**src/logic/tfr_pkg.sv**
```systemverilog
// Package of constants and types for the T1 framer block.
`default_nettype none
package tfr_pkg;
   localparam int ADDR_W = 4;
   localparam int DATA_W = 32;
   localparam logic [ADDR_W-1:0] OFS_CTRL = 4'h0;
   localparam logic [ADDR_W-1:0] OFS_CMD = 4'h4;
   localparam logic [ADDR_W-1:0] OFS_STATUS = 4'h8;
   localparam logic [ADDR_W-1:0] OFS_CRC_CNT = 4'hC;
   localparam int CTRL_FMT_LSB = 0;
   localparam int CTRL_MODE_BIT = 2;
   localparam int CTRL_YEL_BIT = 3;
   localparam int CMD_RESYNC_BIT = 0;
   localparam int STAT_SYNC_BIT = 0;
   localparam int STAT_CRCERR_BIT = 1;
   localparam int STAT_CONF_BIT = 2;
   localparam logic [1:0] FMT_F4 = 2'h0;
   localparam logic [1:0] FMT_ESF = 2'h1;
   localparam logic [1:0] FMT_F12 = 2'h2;
   localparam logic [1:0] CTRL_FMT_RST = FMT_ESF;
   localparam logic [7:0] POS_LAST = 8'hC0;
   localparam logic [4:0] FRM_LAST_F4 = 5'h03;
   localparam logic [4:0] FRM_LAST_ESF = 5'h17;
   localparam logic [4:0] FRM_LAST_F12 = 5'h0B;
   localparam logic [5:0] FPS_PATTERN = 6'h0B;
   localparam logic [2:0] FPS_LAST = 3'h5;
   localparam logic [2:0] FPS_NEED = 3'h6;
   localparam logic [2:0] FT_NEED = 3'h4;
   localparam logic [3:0] FT_ALT_NEW0 = 4'hA;
   localparam logic [3:0] FT_ALT_NEW1 = 4'h5;
   localparam logic [4:0] FT_FRM_NEW0 = 5'h02;
   localparam logic [4:0] FT_FRM_NEW1 = 5'h00;
   localparam logic [2:0] CH_BIT2 = 3'h2;
   localparam logic [5:0] CRC_POLY = 6'h03;
   localparam int CRC_CNT_W = 16;
   localparam logic [2:0] CRC_BAD_LIMIT = 3'h4;
   localparam logic [1:0] MF_ERR_LIMIT = 2'h2;
   localparam logic [1:0] HAVE_FULL = 2'h2;

   typedef enum logic [2:0] {
      ST_HUNT = 3'b001,
      ST_CONF = 3'b010,
      ST_SYNC = 3'b100
   } tfr_fsm_t;

   typedef struct packed {
      logic wr;
      logic rd;
      logic [ADDR_W-1:0] addr;
      logic [DATA_W-1:0] wdata;
   } tfr_bus_t;

   typedef struct packed {
      logic valid;
      logic data;
   } tfr_line_t;
endpackage
`default_nettype wire

```
**src/logic/tfr_framer.sv**
```systemverilog
// T1 framer for one link: F4, ESF and F12 receive alignment and transmit.
// Contract
// Per-link format select: F4, ESF or F12.
// F4 frames 1 and 3 carry 1, 0.
// F4 frames 2 and 4 F-bit are service.
// F4 yellow alarm forces channel bit 2 low.
// F4 syncs on definite candidate or forced lock.
// ESF multiframe is 24 frames.
// ESF F-bits: link, check bits, pattern.
// Pattern 001011 sent and searched every fourth frame.
// Frame 1 first, bit 1 first.
// ESF sync lost on framing or check errors.
// Force resync in sync restarts the search.
// First mode: sync on single definite candidate.
// First mode forced resync locks next candidate.
// Second mode needs candidate plus good check.
// Second mode forced resync starts fresh search.
// Check covers data with F-bits as ones.
// Check of multiframe N sent in N+1.
// Remainder from x6 multiply, x6+x+1 divide.
// c1 is remainder MSB, c6 LSB.
// Receive compares against next multiframe check bits.
// Check mismatch in sync counts and flags.
// Frames are 193 bits, F-bit first.
// Error counter is 16 bits, saturating.
`timescale 1ns/100ps
`default_nettype none
module tfr_framer #(
   parameter int CNT_W = tfr_pkg::CRC_CNT_W
) (
   input wire logic I_CLK,
   input wire logic I_RST,
   input wire tfr_pkg::tfr_bus_t I_BUS,
   output logic [tfr_pkg::DATA_W-1:0] O_RDATA,
   input wire tfr_pkg::tfr_line_t I_RX,
   input wire tfr_pkg::tfr_line_t I_TX,
   output tfr_pkg::tfr_line_t O_TX,
   output logic O_TX_FBIT,
   output logic O_SYNC
);
   import tfr_pkg::*;

   typedef struct packed {
      tfr_fsm_t state;
      logic [1:0] fmt;
      logic mode;
      logic yel;
      logic [7:0] pos;
      logic [4:0] frm;
      logic slip;
      logic lock;
      logic [5:0] hist;
      logic [2:0] cnt;
      logic [4:0] errh;
      logic [1:0] mferr;
      logic [2:0] crcbad;
      logic [5:0] chk;
      logic [5:0] rem;
      logic [1:0] have;
      logic crcflag;
      logic [7:0] tpos;
      logic [4:0] tfrm;
      logic [5:0] tcrc;
      tfr_line_t tx;
      logic txf;
      logic sync;
      logic [DATA_W-1:0] rdata;
   } tfr_state_t;

   tfr_state_t s_q;
   tfr_state_t s_d;
   logic [4:0] fmax;
   logic rx_fbit;
   logic rx_chk;
   logic rx_exp;
   logic rx_err;
   logic [5:0] hist_new;
   logic [2:0] need;
   logic hit;
   logic [4:0] hit_frm;
   logic esf;
   logic rx_bound;
   logic rx_crc_en;
   logic rx_crc_bit;
   logic [5:0] rx_rem;
   logic tx_fb;
   logic tx_bit;
   logic tx_start;
   logic [5:0] tx_rem;
   logic crc_inc;
   logic crc_bad;
   logic [4:0] errh_new;
   logic [CNT_W-1:0] crc_count;

   // Back to the search with the pattern memory and candidates dropped.
   function automatic tfr_state_t to_hunt(input tfr_state_t s,
                                          input logic slip);
      tfr_state_t r;
      r = s;
      r.state = ST_HUNT;
      r.hist = '0;
      r.cnt = '0;
      r.errh = '0;
      r.mferr = '0;
      r.crcbad = '0;
      r.have = '0;
      r.lock = 1'b0;
      r.slip = slip;
      return r;
   endfunction

   assign esf = (s_q.fmt == FMT_ESF);
   assign rx_fbit = (s_q.pos == 8'h00);
   assign rx_bound = rx_fbit && (s_q.frm == 5'h00);
   assign rx_crc_en = I_RX.valid && esf && (s_q.state != ST_HUNT);
   assign rx_crc_bit = rx_fbit ? 1'b1 : I_RX.data;
   assign tx_start = (s_q.tpos == 8'h00) && (s_q.tfrm == 5'h00);

   tfr_crc6 u_rx_crc (
      .i_clk(I_CLK),
      .i_rst(I_RST),
      .i_en(rx_crc_en),
      .i_start(rx_bound),
      .i_bit(rx_crc_bit),
      .o_rem(rx_rem)
   );

   tfr_crc6 u_tx_crc (
      .i_clk(I_CLK),
      .i_rst(I_RST),
      .i_en(I_TX.valid),
      .i_start(tx_start),
      .i_bit(tx_fb ? 1'b1 : tx_bit),
      .o_rem(tx_rem)
   );

   tfr_satcnt #(
      .W(CNT_W)
   ) u_crc_cnt (
      .i_clk(I_CLK),
      .i_rst(I_RST),
      .i_inc(crc_inc),
      .o_count(crc_count)
   );

   always_comb begin
      unique case (s_q.fmt)
         FMT_ESF: fmax = FRM_LAST_ESF;
         FMT_F12: fmax = FRM_LAST_F12;
         default: fmax = FRM_LAST_F4;
      endcase
   end

   // Candidate test over the pattern memory.
   always_comb begin
      hist_new = {s_q.hist[4:0], I_RX.data};
      hit = 1'b0;
      hit_frm = 5'h00;
      if (esf) begin
         need = FPS_NEED;
         rx_chk = (s_q.frm[1:0] == 2'h3);
         rx_exp = FPS_PATTERN[FPS_LAST - s_q.frm[4:2]];
         for (int k = 0; k < 6; k++) begin
            if (hist_new == 6'({FPS_PATTERN, FPS_PATTERN} >> (6 - k))) begin
               hit = 1'b1;
               hit_frm = 5'(4 * ((5 + k) % 6) + 3);
            end
         end
      end else begin
         need = FT_NEED;
         rx_chk = ~s_q.frm[0];
         rx_exp = ~s_q.frm[1];
         if (hist_new[3:0] == FT_ALT_NEW0) begin
            hit = 1'b1;
            hit_frm = FT_FRM_NEW0;
         end else if (hist_new[3:0] == FT_ALT_NEW1) begin
            hit = 1'b1;
            hit_frm = FT_FRM_NEW1;
         end
      end
      rx_err = (I_RX.data != rx_exp);
      errh_new = {s_q.errh[3:0], rx_err};
   end

   // Transmit bit selection.
   always_comb begin
      tx_fb = (s_q.tpos == 8'h00);
      tx_bit = I_TX.data;
      if (tx_fb) begin
         if (esf) begin
            unique case (s_q.tfrm[1:0])
               2'h1: tx_bit = s_q.tcrc[FPS_LAST - s_q.tfrm[4:2]];
               2'h3: tx_bit = FPS_PATTERN[FPS_LAST - s_q.tfrm[4:2]];
               default: tx_bit = I_TX.data;
            endcase
         end else if (!s_q.tfrm[0]) begin
            tx_bit = ~s_q.tfrm[1];
         end
      end else if (s_q.yel && (s_q.fmt == FMT_F4)
                   && (s_q.tpos[2:0] == CH_BIT2)) begin
         tx_bit = 1'b0;
      end
   end

   always_comb begin
      s_d = s_q;
      crc_inc = 1'b0;
      crc_bad = (s_q.chk != s_q.rem);
      if (I_BUS.wr && (I_BUS.addr == OFS_STATUS)
          && I_BUS.wdata[STAT_CRCERR_BIT]) begin
         s_d.crcflag = 1'b0;
      end
      if (I_RX.valid) begin
         if (s_q.slip) begin
            s_d.slip = 1'b0;
         end else if (s_q.pos == POS_LAST) begin
            s_d.pos = 8'h00;
            s_d.frm = (s_q.frm == fmax) ? 5'h00 : s_q.frm + 5'h01;
         end else begin
            s_d.pos = s_q.pos + 8'h01;
         end
         if (rx_fbit && esf && (s_q.frm[1:0] == 2'h1)) begin
            s_d.chk = {s_q.chk[4:0], I_RX.data};
         end
         if (rx_fbit && rx_chk) begin
            unique case (s_q.state)
               ST_HUNT: begin
                  s_d.hist = hist_new;
                  s_d.cnt = s_q.cnt + 3'h1;
                  if (s_q.cnt + 3'h1 == need) begin
                     if (hit) begin
                        s_d.frm = hit_frm;
                        s_d.lock = 1'b0;
                        s_d.have = '0;
                        s_d.errh = '0;
                        // A forced lock skips the check confirmation.
                        if (!s_q.mode || s_q.lock || !esf) begin
                           s_d.state = ST_SYNC;
                        end else begin
                           s_d.state = ST_CONF;
                        end
                     end else begin
                        s_d = to_hunt(s_d, 1'b1);
                        s_d.lock = s_q.lock;
                     end
                  end
               end
               ST_CONF: begin
                  if (rx_err) begin
                     s_d = to_hunt(s_d, 1'b1);
                  end
               end
               ST_SYNC: begin
                  s_d.errh = errh_new;
                  if (rx_err && esf) begin
                     s_d.mferr = s_q.mferr + 2'h1;
                  end
                  if ((errh_new[0] && (errh_new[4:1] != 4'h0))
                      || (rx_err && esf
                          && (s_q.mferr + 2'h1 == MF_ERR_LIMIT))) begin
                     s_d = to_hunt(s_d, 1'b0);
                  end
               end
               default: s_d = to_hunt(s_d, 1'b0);
            endcase
         end
         if (rx_bound && esf && (s_q.state != ST_HUNT)) begin
            s_d.rem = rx_rem;
            s_d.mferr = '0;
            if (s_q.have != HAVE_FULL) begin
               s_d.have = s_q.have + 2'h1;
            end else if (s_q.state == ST_CONF) begin
               if (crc_bad) begin
                  s_d = to_hunt(s_d, 1'b1);
               end else begin
                  s_d.state = ST_SYNC;
               end
            end else if (crc_bad) begin
               crc_inc = 1'b1;
               s_d.crcflag = 1'b1;
               s_d.crcbad = s_q.crcbad + 3'h1;
               if (s_q.crcbad + 3'h1 == CRC_BAD_LIMIT) begin
                  s_d = to_hunt(s_d, 1'b0);
               end
            end else begin
               s_d.crcbad = '0;
            end
         end
      end
      if (I_BUS.wr && (I_BUS.addr == OFS_CTRL)) begin
         s_d.fmt = I_BUS.wdata[CTRL_FMT_LSB +: 2];
         s_d.mode = I_BUS.wdata[CTRL_MODE_BIT];
         s_d.yel = I_BUS.wdata[CTRL_YEL_BIT];
         if (I_BUS.wdata[CTRL_FMT_LSB +: 2] != s_q.fmt) begin
            s_d = to_hunt(s_d, 1'b0);
         end
      end
      if (I_BUS.wr && (I_BUS.addr == OFS_CMD)
          && I_BUS.wdata[CMD_RESYNC_BIT]) begin
         s_d = to_hunt(s_d, 1'b0);
         if (!s_q.mode && (s_q.state != ST_SYNC)) begin
            s_d.lock = 1'b1;
         end
      end
      s_d.tx.valid = I_TX.valid;
      if (I_TX.valid) begin
         s_d.tx.data = tx_bit;
         s_d.txf = tx_fb;
         if (tx_start) begin
            s_d.tcrc = tx_rem;
         end
         if (s_q.tpos == POS_LAST) begin
            s_d.tpos = 8'h00;
            s_d.tfrm = (s_q.tfrm == fmax) ? 5'h00 : s_q.tfrm + 5'h01;
         end else begin
            s_d.tpos = s_q.tpos + 8'h01;
         end
      end
      s_d.sync = (s_d.state == ST_SYNC);
      s_d.rdata = '0;
      if (I_BUS.rd) begin
         unique case (I_BUS.addr)
            OFS_CTRL: begin
               s_d.rdata[CTRL_FMT_LSB +: 2] = s_q.fmt;
               s_d.rdata[CTRL_MODE_BIT] = s_q.mode;
               s_d.rdata[CTRL_YEL_BIT] = s_q.yel;
            end
            OFS_STATUS: begin
               s_d.rdata[STAT_SYNC_BIT] = s_q.sync;
               s_d.rdata[STAT_CRCERR_BIT] = s_q.crcflag;
               s_d.rdata[STAT_CONF_BIT] = (s_q.state == ST_CONF);
            end
            OFS_CRC_CNT: s_d.rdata = DATA_W'(crc_count);
            default: s_d.rdata = '0;
         endcase
      end
   end

   always_ff @(posedge I_CLK or posedge I_RST) begin
      if (I_RST) begin
         s_q <= '0;
         s_q.state <= ST_HUNT;
         s_q.fmt <= CTRL_FMT_RST;
      end else begin
         s_q <= s_d;
      end
   end

   assign O_RDATA = s_q.rdata;
   assign O_TX = s_q.tx;
   assign O_TX_FBIT = s_q.txf;
   assign O_SYNC = s_q.sync;
endmodule // tfr_framer
`default_nettype wire

```
**src/logic/tfr_crc6.sv**
```systemverilog
// Serial CRC-6 engine, generator x6+x+1, most significant bit first.
`timescale 1ns/100ps
`default_nettype none
module tfr_crc6 (
   input wire logic i_clk,
   input wire logic i_rst,
   input wire logic i_en,
   input wire logic i_start,
   input wire logic i_bit,
   output logic [5:0] o_rem
);
   import tfr_pkg::*;

   typedef struct packed {
      logic [5:0] rem;
   } tfr_crc_st_t;

   tfr_crc_st_t s_q;
   tfr_crc_st_t s_d;
   logic [5:0] base;
   logic fb;

   // Multiplying by x6 is implicit: the data bit meets the top stage.
   always_comb begin
      s_d = s_q;
      base = i_start ? 6'h00 : s_q.rem;
      fb = i_bit ^ base[5];
      if (i_en) begin
         s_d.rem = {base[4:0], 1'b0} ^ (fb ? CRC_POLY : 6'h00);
      end
   end

   always_ff @(posedge i_clk or posedge i_rst) begin
      if (i_rst) begin
         s_q <= '0;
      end else begin
         s_q <= s_d;
      end
   end

   assign o_rem = s_q.rem;
endmodule // tfr_crc6
`default_nettype wire

```
**src/logic/tfr_satcnt.sv**
```systemverilog
// Saturating event counter.
`timescale 1ns/100ps
`default_nettype none
module tfr_satcnt #(
   parameter int W = 16
) (
   input wire logic i_clk,
   input wire logic i_rst,
   input wire logic i_inc,
   output logic [W-1:0] o_count
);
   typedef struct packed {
      logic [W-1:0] cnt;
   } tfr_cnt_st_t;

   tfr_cnt_st_t s_q;
   tfr_cnt_st_t s_d;

   // Stopping at all ones keeps a flood of errors from reading as few.
   always_comb begin
      s_d = s_q;
      if (i_inc && (s_q.cnt != {W{1'b1}})) begin
         s_d.cnt = s_q.cnt + {{(W-1){1'b0}}, 1'b1};
      end
   end

   always_ff @(posedge i_clk or posedge i_rst) begin
      if (i_rst) begin
         s_q <= '0;
      end else begin
         s_q <= s_d;
      end
   end

   assign o_count = s_q.cnt;
endmodule // tfr_satcnt
`default_nettype wire

```
**config.mk**
```make
export PLATFORM = sky130hd
export DESIGN_NAME = tfr_framer
export DESIGN_NICKNAME = d
export VERILOG_FILES = /design/src/logic/tfr_pkg.sv /design/src/logic/tfr_framer.sv /design/src/logic/tfr_crc6.sv /design/src/logic/tfr_satcnt.sv
export SDC_FILE = /design/constraint.sdc
export NUM_CORES = 1
export LEC_CHECK = 0
export ABC_CLOCK_PERIOD_IN_PS = 5250
export BUFFER_PORTS_ARGS = -buffer_cell sky130_fd_sc_hd__buf_2
export CORE_UTILIZATION = 37
export DETAILED_ROUTE_END_ITERATION = 8
export GPL_TIMING_DRIVEN = 0
export PLACE_DENSITY = 0.65
export SYNTH_ARGS = -nofsm -noshare
export SYNTH_HDL_FRONTEND = slang
export SYNTH_SLANG_ARGS = --single-unit
```
**constraint.sdc**
```tcl
create_clock -name I_CLK -period 5.25 [get_ports I_CLK]
set_clock_uncertainty 0.2 [all_clocks]
set_input_delay 1.3125 -clock I_CLK [delete_from_list [all_inputs] [get_ports I_CLK]]
set_output_delay 1.3125 -clock I_CLK [all_outputs]
set_load 0.005 [all_outputs]
```
==> results.tsv, run 1 <==
stage	metric	value	unit
timing	endpoints failing hold	0	
setup_path	Setup CP Type	in -> reg	
detailed_routing	Post-route DRC	0	
floorplan	core box area	18020	µm²
logic_synthesis	average instance area after synthesis	9.432	µm²
logic_synthesis	Synth cell types	74	
floorplan	Die Span Y	137.8	µm
logic_synthesis	largest family of logic cells by synthesized area	simple AND/OR/NAND/NOR gates	
placement	area post-placement	7370	µm²
floorplan	Initial Util	37.83	%
logic_synthesis	#FFs+latches synth	121	
logic_synthesis	Cells after Synth	723	
final_layout	commonest non-fill, non-tap cells in the layout	dfrtp_1, nand2_1, nor2_1	
floorplan	die area	18980	µm²
pwr	PwrDens	349.3	nW/µm²
timing	maximum clock rate	0.2725	GHz
pwr	maximum vdd drop	254.4	µV
global_route	initial antenna violation count	0	
setup_path	Critical R2R Launch	s_q[106]	
setup_path	crit end category	flip-flop	
logic_synthesis	register area share after synthesis	44.44	%
setup_path	largest stage delay on the critical path	1.01	ns
clock_network	post_cts resized	0	
floorplan	Core Rows	49	
floorplan	I/O pin total	80	
setup_path	cells along the critical path	buf_2, inv_1, a221oi_1, or2_2, a2111oi_0, a21boi_0, o22ai_1, nor3b_1	
timing	Final setup viols	0	
detailed_routing	DR pass1 iterations	5	
logic_synthesis	Synth Flop Type	dfrtp_1	
setup_path	Worst Path Max Fanout	6	
clock_network	cts bufs inserted	17	
hold_path	Worst Hold End	s_q[55]	
logic_synthesis	XOR/XNOR share of the synthesized area	4.881	%
global_route	GRT Total Usage	16.42	%
detailed_routing	Vias per Instance	5.131	
placement	Buffers on Ports	35	
setup_path	CP max stage cell	a2111oi_0	
run	Max-cap violations	0	
final_layout	final instance area	7923	µm²
final_layout	layout net count	854	
hold_path	hold wc startpoint	s_q[55]	
detailed_routing	Post-Route WL	14.28	mm
outcome	status	complete, no violations	
timing	Tcrit/Tclk final	69.91	%
clock_network	CTS tree	done	
timing	Least-Margin Pin Slew	1.141	ns
logic_synthesis	Synth Area in Adders	3.119	%
final_layout	commonest non-fill, non-tap cell in the layout	dfrtp_1	
hold_path	type of the worst min-delay path	reg -> reg	
final_layout	Area Overhead vs Synth	16.18	%
global_route	first-pass GRT wire length	24.15	mm
setup_path	Worst R2R End	O_SYNC	
logic_synthesis	simple-gate share of the synthesized area	20.39	%
setup_path	CP Data Arrival Time	3.80	ns
clock_network	clk root buf	clkbuf_16	
detailed_routing	post-route ant nets	0	
floorplan	die width	137.8	µm
timing	RSZ-0062 raised after global routing	false	
logic_synthesis	Ys Warns	0	
clock_network	deepest clock path buffer count	2	
clock_network	Clock Latency Late Sink	0.42	ns
logic_synthesis	multiplexer share of the synthesized area	4.716	%
clock_network	cts hold-fix bufs	0	
placement	Routability Congestion	0.9131	
detailed_routing	detailed router's first-iteration violation count	340	
logic_synthesis	synthesized area	6819	µm²
setup_path	Reg2Reg Depth	8	
timing	post-layout min period	3.670	ns
setup_path	critical path launch point type	primary input	
final_layout	layout cells sized above 1	17.99	%
setup_path	required time of the critical path	5.38	ns
timing	Relative slew margins	22.00	%
hold_path	Hold Crit Depth	1	
setup_path	R2R Setup Slk	1.59	ns
timing	hold slack	0.2812	ns
final_layout	antenna fix cells	0	
logic_synthesis	post-synthesis async set-or-reset flop share	100.0	%
logic_synthesis	EDFF count, synth	0	
global_route	gr ovfl total	0	
timing	Slew Viols, Final	0	
pwr	Leak	3.688	nW
clock_network	clk slew on worst S/H paths	0.06	ns
clock_network	Post-CTS Setup Inserts	0	
placement	dpl hpwl	10.27	mm
clock_network	clk sink count	121	
global_route	largest net degree at the start of global routing	66	
global_route	vias in the first global route	4905	
detailed_routing	total number of vias	5311	
clock_network	htree depth	4	
detailed_routing	drt wl/cell	13.80	µm
logic_synthesis	post-synthesis compound-gate area fraction	15.12	%
==> per-stage QoR <==
stage	utilization, %	setup slack (ns)	TNS (ns)	power [mW]	std cells
after floorplan	-	0.5266	0	1.550	738
after CTS	43.95	1.552	0	2.794	1035
after global placement	40.71	-1.002	-118.36	1.688	1002
after global routing	43.95	1.117	0	2.920	1035
final	43.95	1.580	0	2.768	1035
after detailed placement	40.89	1.125	0	1.698	1003
==> state kept, by name, summed over array words and instances (netlist names) <==
register / count
O_TX: 2
O_SYNC: 1
O_RDATA: 16
u_tx_crc.o_rem: 6
u_crc_cnt.o_count: 16
errh_new: 4
u_rx_crc.o_rem: 6
O_TX_FBIT: 1
hist_new: 5
s_q: 64
==> where the power goes <==
group / internal [mW] / leakage, nW / switching [mW]
logic: 0.222 / 1.81 / 0.308
clock network: 0.650 / 0.263 / 0.432
registers: 1.05 / 1.61 / 0.105
==> how the worst max path moves through the flow <==
stage | startpoint | endpoint | slack [ns] | depth (start not counted)
floorplan | I_RST | O_RDATA[0] | 0.53 | 1
CTS | s_q[106] | O_SYNC | 1.55 | 8
global route | s_q[106] | O_SYNC | 1.12 | 8
finish | I_RX[0] | O_SYNC | 1.58 | 8
global placement | I_RST | hist_new[4] | -1.00 | 2
detailed placement | I_RX[0] | O_SYNC | 1.12 | 8
==> synth_stat cells (4+ instances only) <==
cell / instances / area [µm²]
nor3b_1: 9 / 67.56
a21boi_0: 4 / 30.03
and4_1: 5 / 43.79
nand4_1: 16 / 100.1
o21ai_0: 46 / 230.2
clkbuf_1: 24 / 90.09
nor3_1: 19 / 95.09
ha_1: 17 / 212.7
nor2_1: 54 / 202.7
inv_1: 31 / 116.4
nor2b_1: 10 / 62.56
a22o_1: 9 / 78.83
nand2b_1: 9 / 56.30
mux2_2: 25 / 281.5
a221oi_1: 6 / 52.55
buf_2: 4 / 20.02
nand3_1: 20 / 100.1
or3_1: 6 / 37.54
buf_4: 34 / 255.2
and2_1: 19 / 118.9
dfrtp_1: 119 / 2978
nor4bb_1: 4 / 40.04
xnor2_1: 18 / 157.7
mux2i_1: 4 / 40.04
xor2_1: 20 / 175.2
and3_1: 5 / 31.28
a31oi_1: 9 / 56.30
nand2_1: 71 / 266.5
a21oi_1: 32 / 160.2
o31ai_1: 7 / 52.55
nor4_1: 4 / 25.02
==> metal layers <==
layer | wire length (µm) | up-vias | part of all wire [%] | GRT usage, %
met3 | 671 | 22 | 4.7 | 3.679
met1 | 6825 | 2504 | 48 | 21.50
met2 | 6515 | 127 | 46 | 25.88
li1 | - | 2658 | - | -
met5 | 0 | - | 0 | 0
met4 | 266 | 0 | 1.9 | 7.246
==> worst max-delay path, delay by kind of cell <==
kind                   cells  cell delay, ns
AOI/OAI and AO/OA          4            1.61
buffers and inverters      2            0.30
and+or+nand+nor            2            0.57
==> cells by family (layout without fill, tap and decap cells) <==
| group | count (synthesis) | count (layout) |
|---|---|---|
| flip-flops | 121 | 121 |
| adder cells (fa/ha/maj) | 17 | 17 |
| multiplexers | 29 | 29 |
| other | 1 | 16 |
| AO/OA/AOI/OAI | 155 | 155 |
| AND/OR/NAND/NOR | 267 | 267 |
| buffers and inverters | 95 | 163 |
| XOR/XNOR | 38 | 38 |
==> cell type report <==
type	count	area [µm²]
fill	1748	10100
multi-input combinational	522	3348
sequential	121	3030
clock buffer	18	429.2
buffer	64	380.4
tap	229	286.5
timing repair buffer	36	202.7
clock inverter	14	123.9
inverter	31	121.4
(Power assumes the default switching activity.)
==> inputs of run 2 (changes only) <==
ABC_CLOCK_PERIOD_IN_PS = 3510   (was 5250)
clock period = 3.51 ns   (was 5.25 ns; I/O delays follow)
==> results.tsv, run 2 (synthesis results as in run 1) <==
stage	metric	value	unit
timing	Least-Margin Pin Slew	0.9161	ns
timing	maximum clock rate	0.2979	GHz
setup_path	Critical R2R Launch	s_q[92]	
detailed_routing	Post-route DRC	0	
placement	area post-placement	7401	µm²
floorplan	die width	137.8	µm
detailed_routing	Vias per Instance	5.222	
setup_path	cells along the critical path	inv_1, ha_1, or4b_4, or4_4, a2111oi_4, o31a_4, and2b_2, nand4_1, xnor2_1	
floorplan	Die Span Y	137.8	µm
placement	Routability Congestion	0.8915	
timing	worst setup margin	0.1526	ns
global_route	initial antenna violation count	0	
setup_path	Worst R2R End	u_crc_cnt.o_count[7]	
pwr	Internal Pwr Total	2.898	mW
final_layout	layout net count	855	
setup_path	required time of the critical path	3.63	ns
clock_network	Post-CTS Setup Inserts	0	
final_layout	layout cells sized above 1	18.96	%
floorplan	die area	18980	µm²
clock_network	cts bufs inserted	17	
outcome	status	complete, no violations	
timing	endpoints failing hold	0	
detailed_routing	DR pass1 iterations	5	
clock_network	clk slew on worst S/H paths	0.06	ns
setup_path	Crit path max-delay family	simple AND/OR/NAND/NOR gates	
setup_path	CP Data Arrival Time	3.47	ns
timing	Tcrit/Tclk final	95.65	%
floorplan	core box area	18020	µm²
clock_network	clk sink count	121	
final_layout	antenna fix cells	0	
timing	post-layout min period	3.357	ns
pwr	Clock power frac	39.3	%
global_route	first-pass GRT wire length	25.09	mm
pwr	maximum vdd drop	514.5	µV
setup_path	CP Buf/Inv Count	1	
timing	RSZ-0062 raised after global routing	false	
global_route	largest net degree at the start of global routing	42	
pwr	Comb pwr share	19.2	%
clock_network	cts hold-fix bufs	0	
setup_path	Crit. path cell count	9	
hold_path	type of the worst min-delay path	reg -> reg	
timing	Slew Viols, Final	0	
final_layout	commonest non-fill, non-tap cells in the layout	dfrtp_1, nand2_1, nor2_1	
final_layout	Area Overhead vs Synth	17.14	%
pwr	PwrDens	524.6	nW/µm²
floorplan	Initial Util	37.83	%
timing	Relative slew margins	38.80	%
setup_path	Worst Path Max Fanout	5	
detailed_routing	detailed router's first-iteration violation count	373	
placement	Place WS	-0.2043	ns
setup_path	Reg2Reg Depth	9	
setup_path	critical path launch point type	flip-flop	
setup_path	largest stage delay on the critical path	0.53	ns
detailed_routing	drt wl/cell	14.33	µm
clock_network	clk root buf	clkbuf_16	
setup_path	CP max stage cell	or4_4	
clock_network	Clock Latency Late Sink	0.43	ns
placement	Buffers on Ports	35	
setup_path	crit end category	flip-flop	
placement	dpl hpwl	10.56	mm
timing	Final setup viols	0	
detailed_routing	Post-Route WL	14.85	mm
setup_path	Setup CP Type	reg -> reg	
clock_network	deepest clock path buffer count	2	
setup_path	R2R Setup Slk	0.15	ns
final_layout	commonest non-fill, non-tap cell in the layout	dfrtp_1	
pwr	sequential power share	41.5	%
global_route	GRT Total Usage	17.23	%
pwr	Switching Share	30.86	%
hold_path	Worst Hold End	u_crc_cnt.o_count[10]	
detailed_routing	post-route ant nets	0	
pwr	Leak	3.700	nW
global_route	vias in the first global route	5187	
clock_network	CTS tree	done	
floorplan	I/O pin total	80	
global_route	gr ovfl total	0	
final_layout	number of flip-flops in the largest register	64	
pwr	NetSw	1.293	mW
hold_path	hold wc startpoint	u_crc_cnt.o_count[10]	
detailed_routing	total number of vias	5410	
floorplan	Core Rows	49	
run	Max-cap violations	0	
timing	hold slack	0.2912	ns
final_layout	final instance area	7988	µm²
clock_network	htree depth	4	
hold_path	Hold Crit Depth	1	
final_layout	Most flops, register	s_q	
## run 2: repair_timing
item / CTS / global route
gates resized for setup: 2 / 4
hold endpoints to repair: 0 / 0
setup endpoints to repair: 3 / 24
## run 2: cell type report
class / instances / area [µm²]
multi-input cells: 522 / 3374
plain buffers: 63 / 376.6
fillers: 1720 / 10040
inverters: 31 / 120.1
well taps: 229 / 286.5
clock inverters: 14 / 125.1
repair buffers: 38 / 235.2
flip-flops and latches: 121 / 3030
clock buffers: 18 / 439.2
## run 2: power by group through the flow
| stage | sequential, mW | combinational (mW) | clock (mW) |
|---|---|---|---|
| 2_1_floorplan | 1.71 | 0.608 | 0 |
| 3_3_place_gp | 1.75 | 0.774 | 0 |
| 3_5_place_dp | 1.75 | 0.792 | 0 |
| 4_1_cts | 1.73 | 0.804 | 1.68 |
| 5_1_grt | 1.76 | 0.902 | 1.76 |
| 6_report | 1.74 | 0.804 | 1.65 |
## run 2: stage by stage
| stage | TNS (ns) | cells | util (%) | power, mW |
|---|---|---|---|---|
| 2_1_floorplan | 0 | 738 | - | 2.318 |
| 3_3_place_gp | -0.3945 | 1002 | 40.73 | 2.521 |
| 3_5_place_dp | -0.5892 | 1005 | 41.06 | 2.544 |
| 4_1_cts | 0 | 1037 | 44.22 | 4.216 |
| 5_1_grt | 0 | 1036 | 44.31 | 4.423 |
| 6_report | 0 | 1036 | 44.31 | 4.191 |
## run 2: routing by layer
layer / track usage [%] / part of all wire [%] / vias to the layer above
met5: 0 / 0 / -
met4: 8.213 / 2.4 / 0
met3: 4.231 / 5.2 / 33
met2: 26.88 / 46 / 167
met1: 22.32 / 46 / 2556
li1: - / - / 2654
## run 2: worst max path at each step
stage	end	start	slack, ns
after global placement	s_q[93]	s_q[106]	-0.13
final	u_crc_cnt.o_count[7]	s_q[92]	0.15
after detailed placement	O_SYNC	s_q[106]	-0.20
after floorplan	u_crc_cnt.o_count[7]	s_q[92]	0.50
after global routing	u_crc_cnt.o_count[7]	s_q[92]	0.02
after CTS	O_SYNC	s_q[106]	0.03
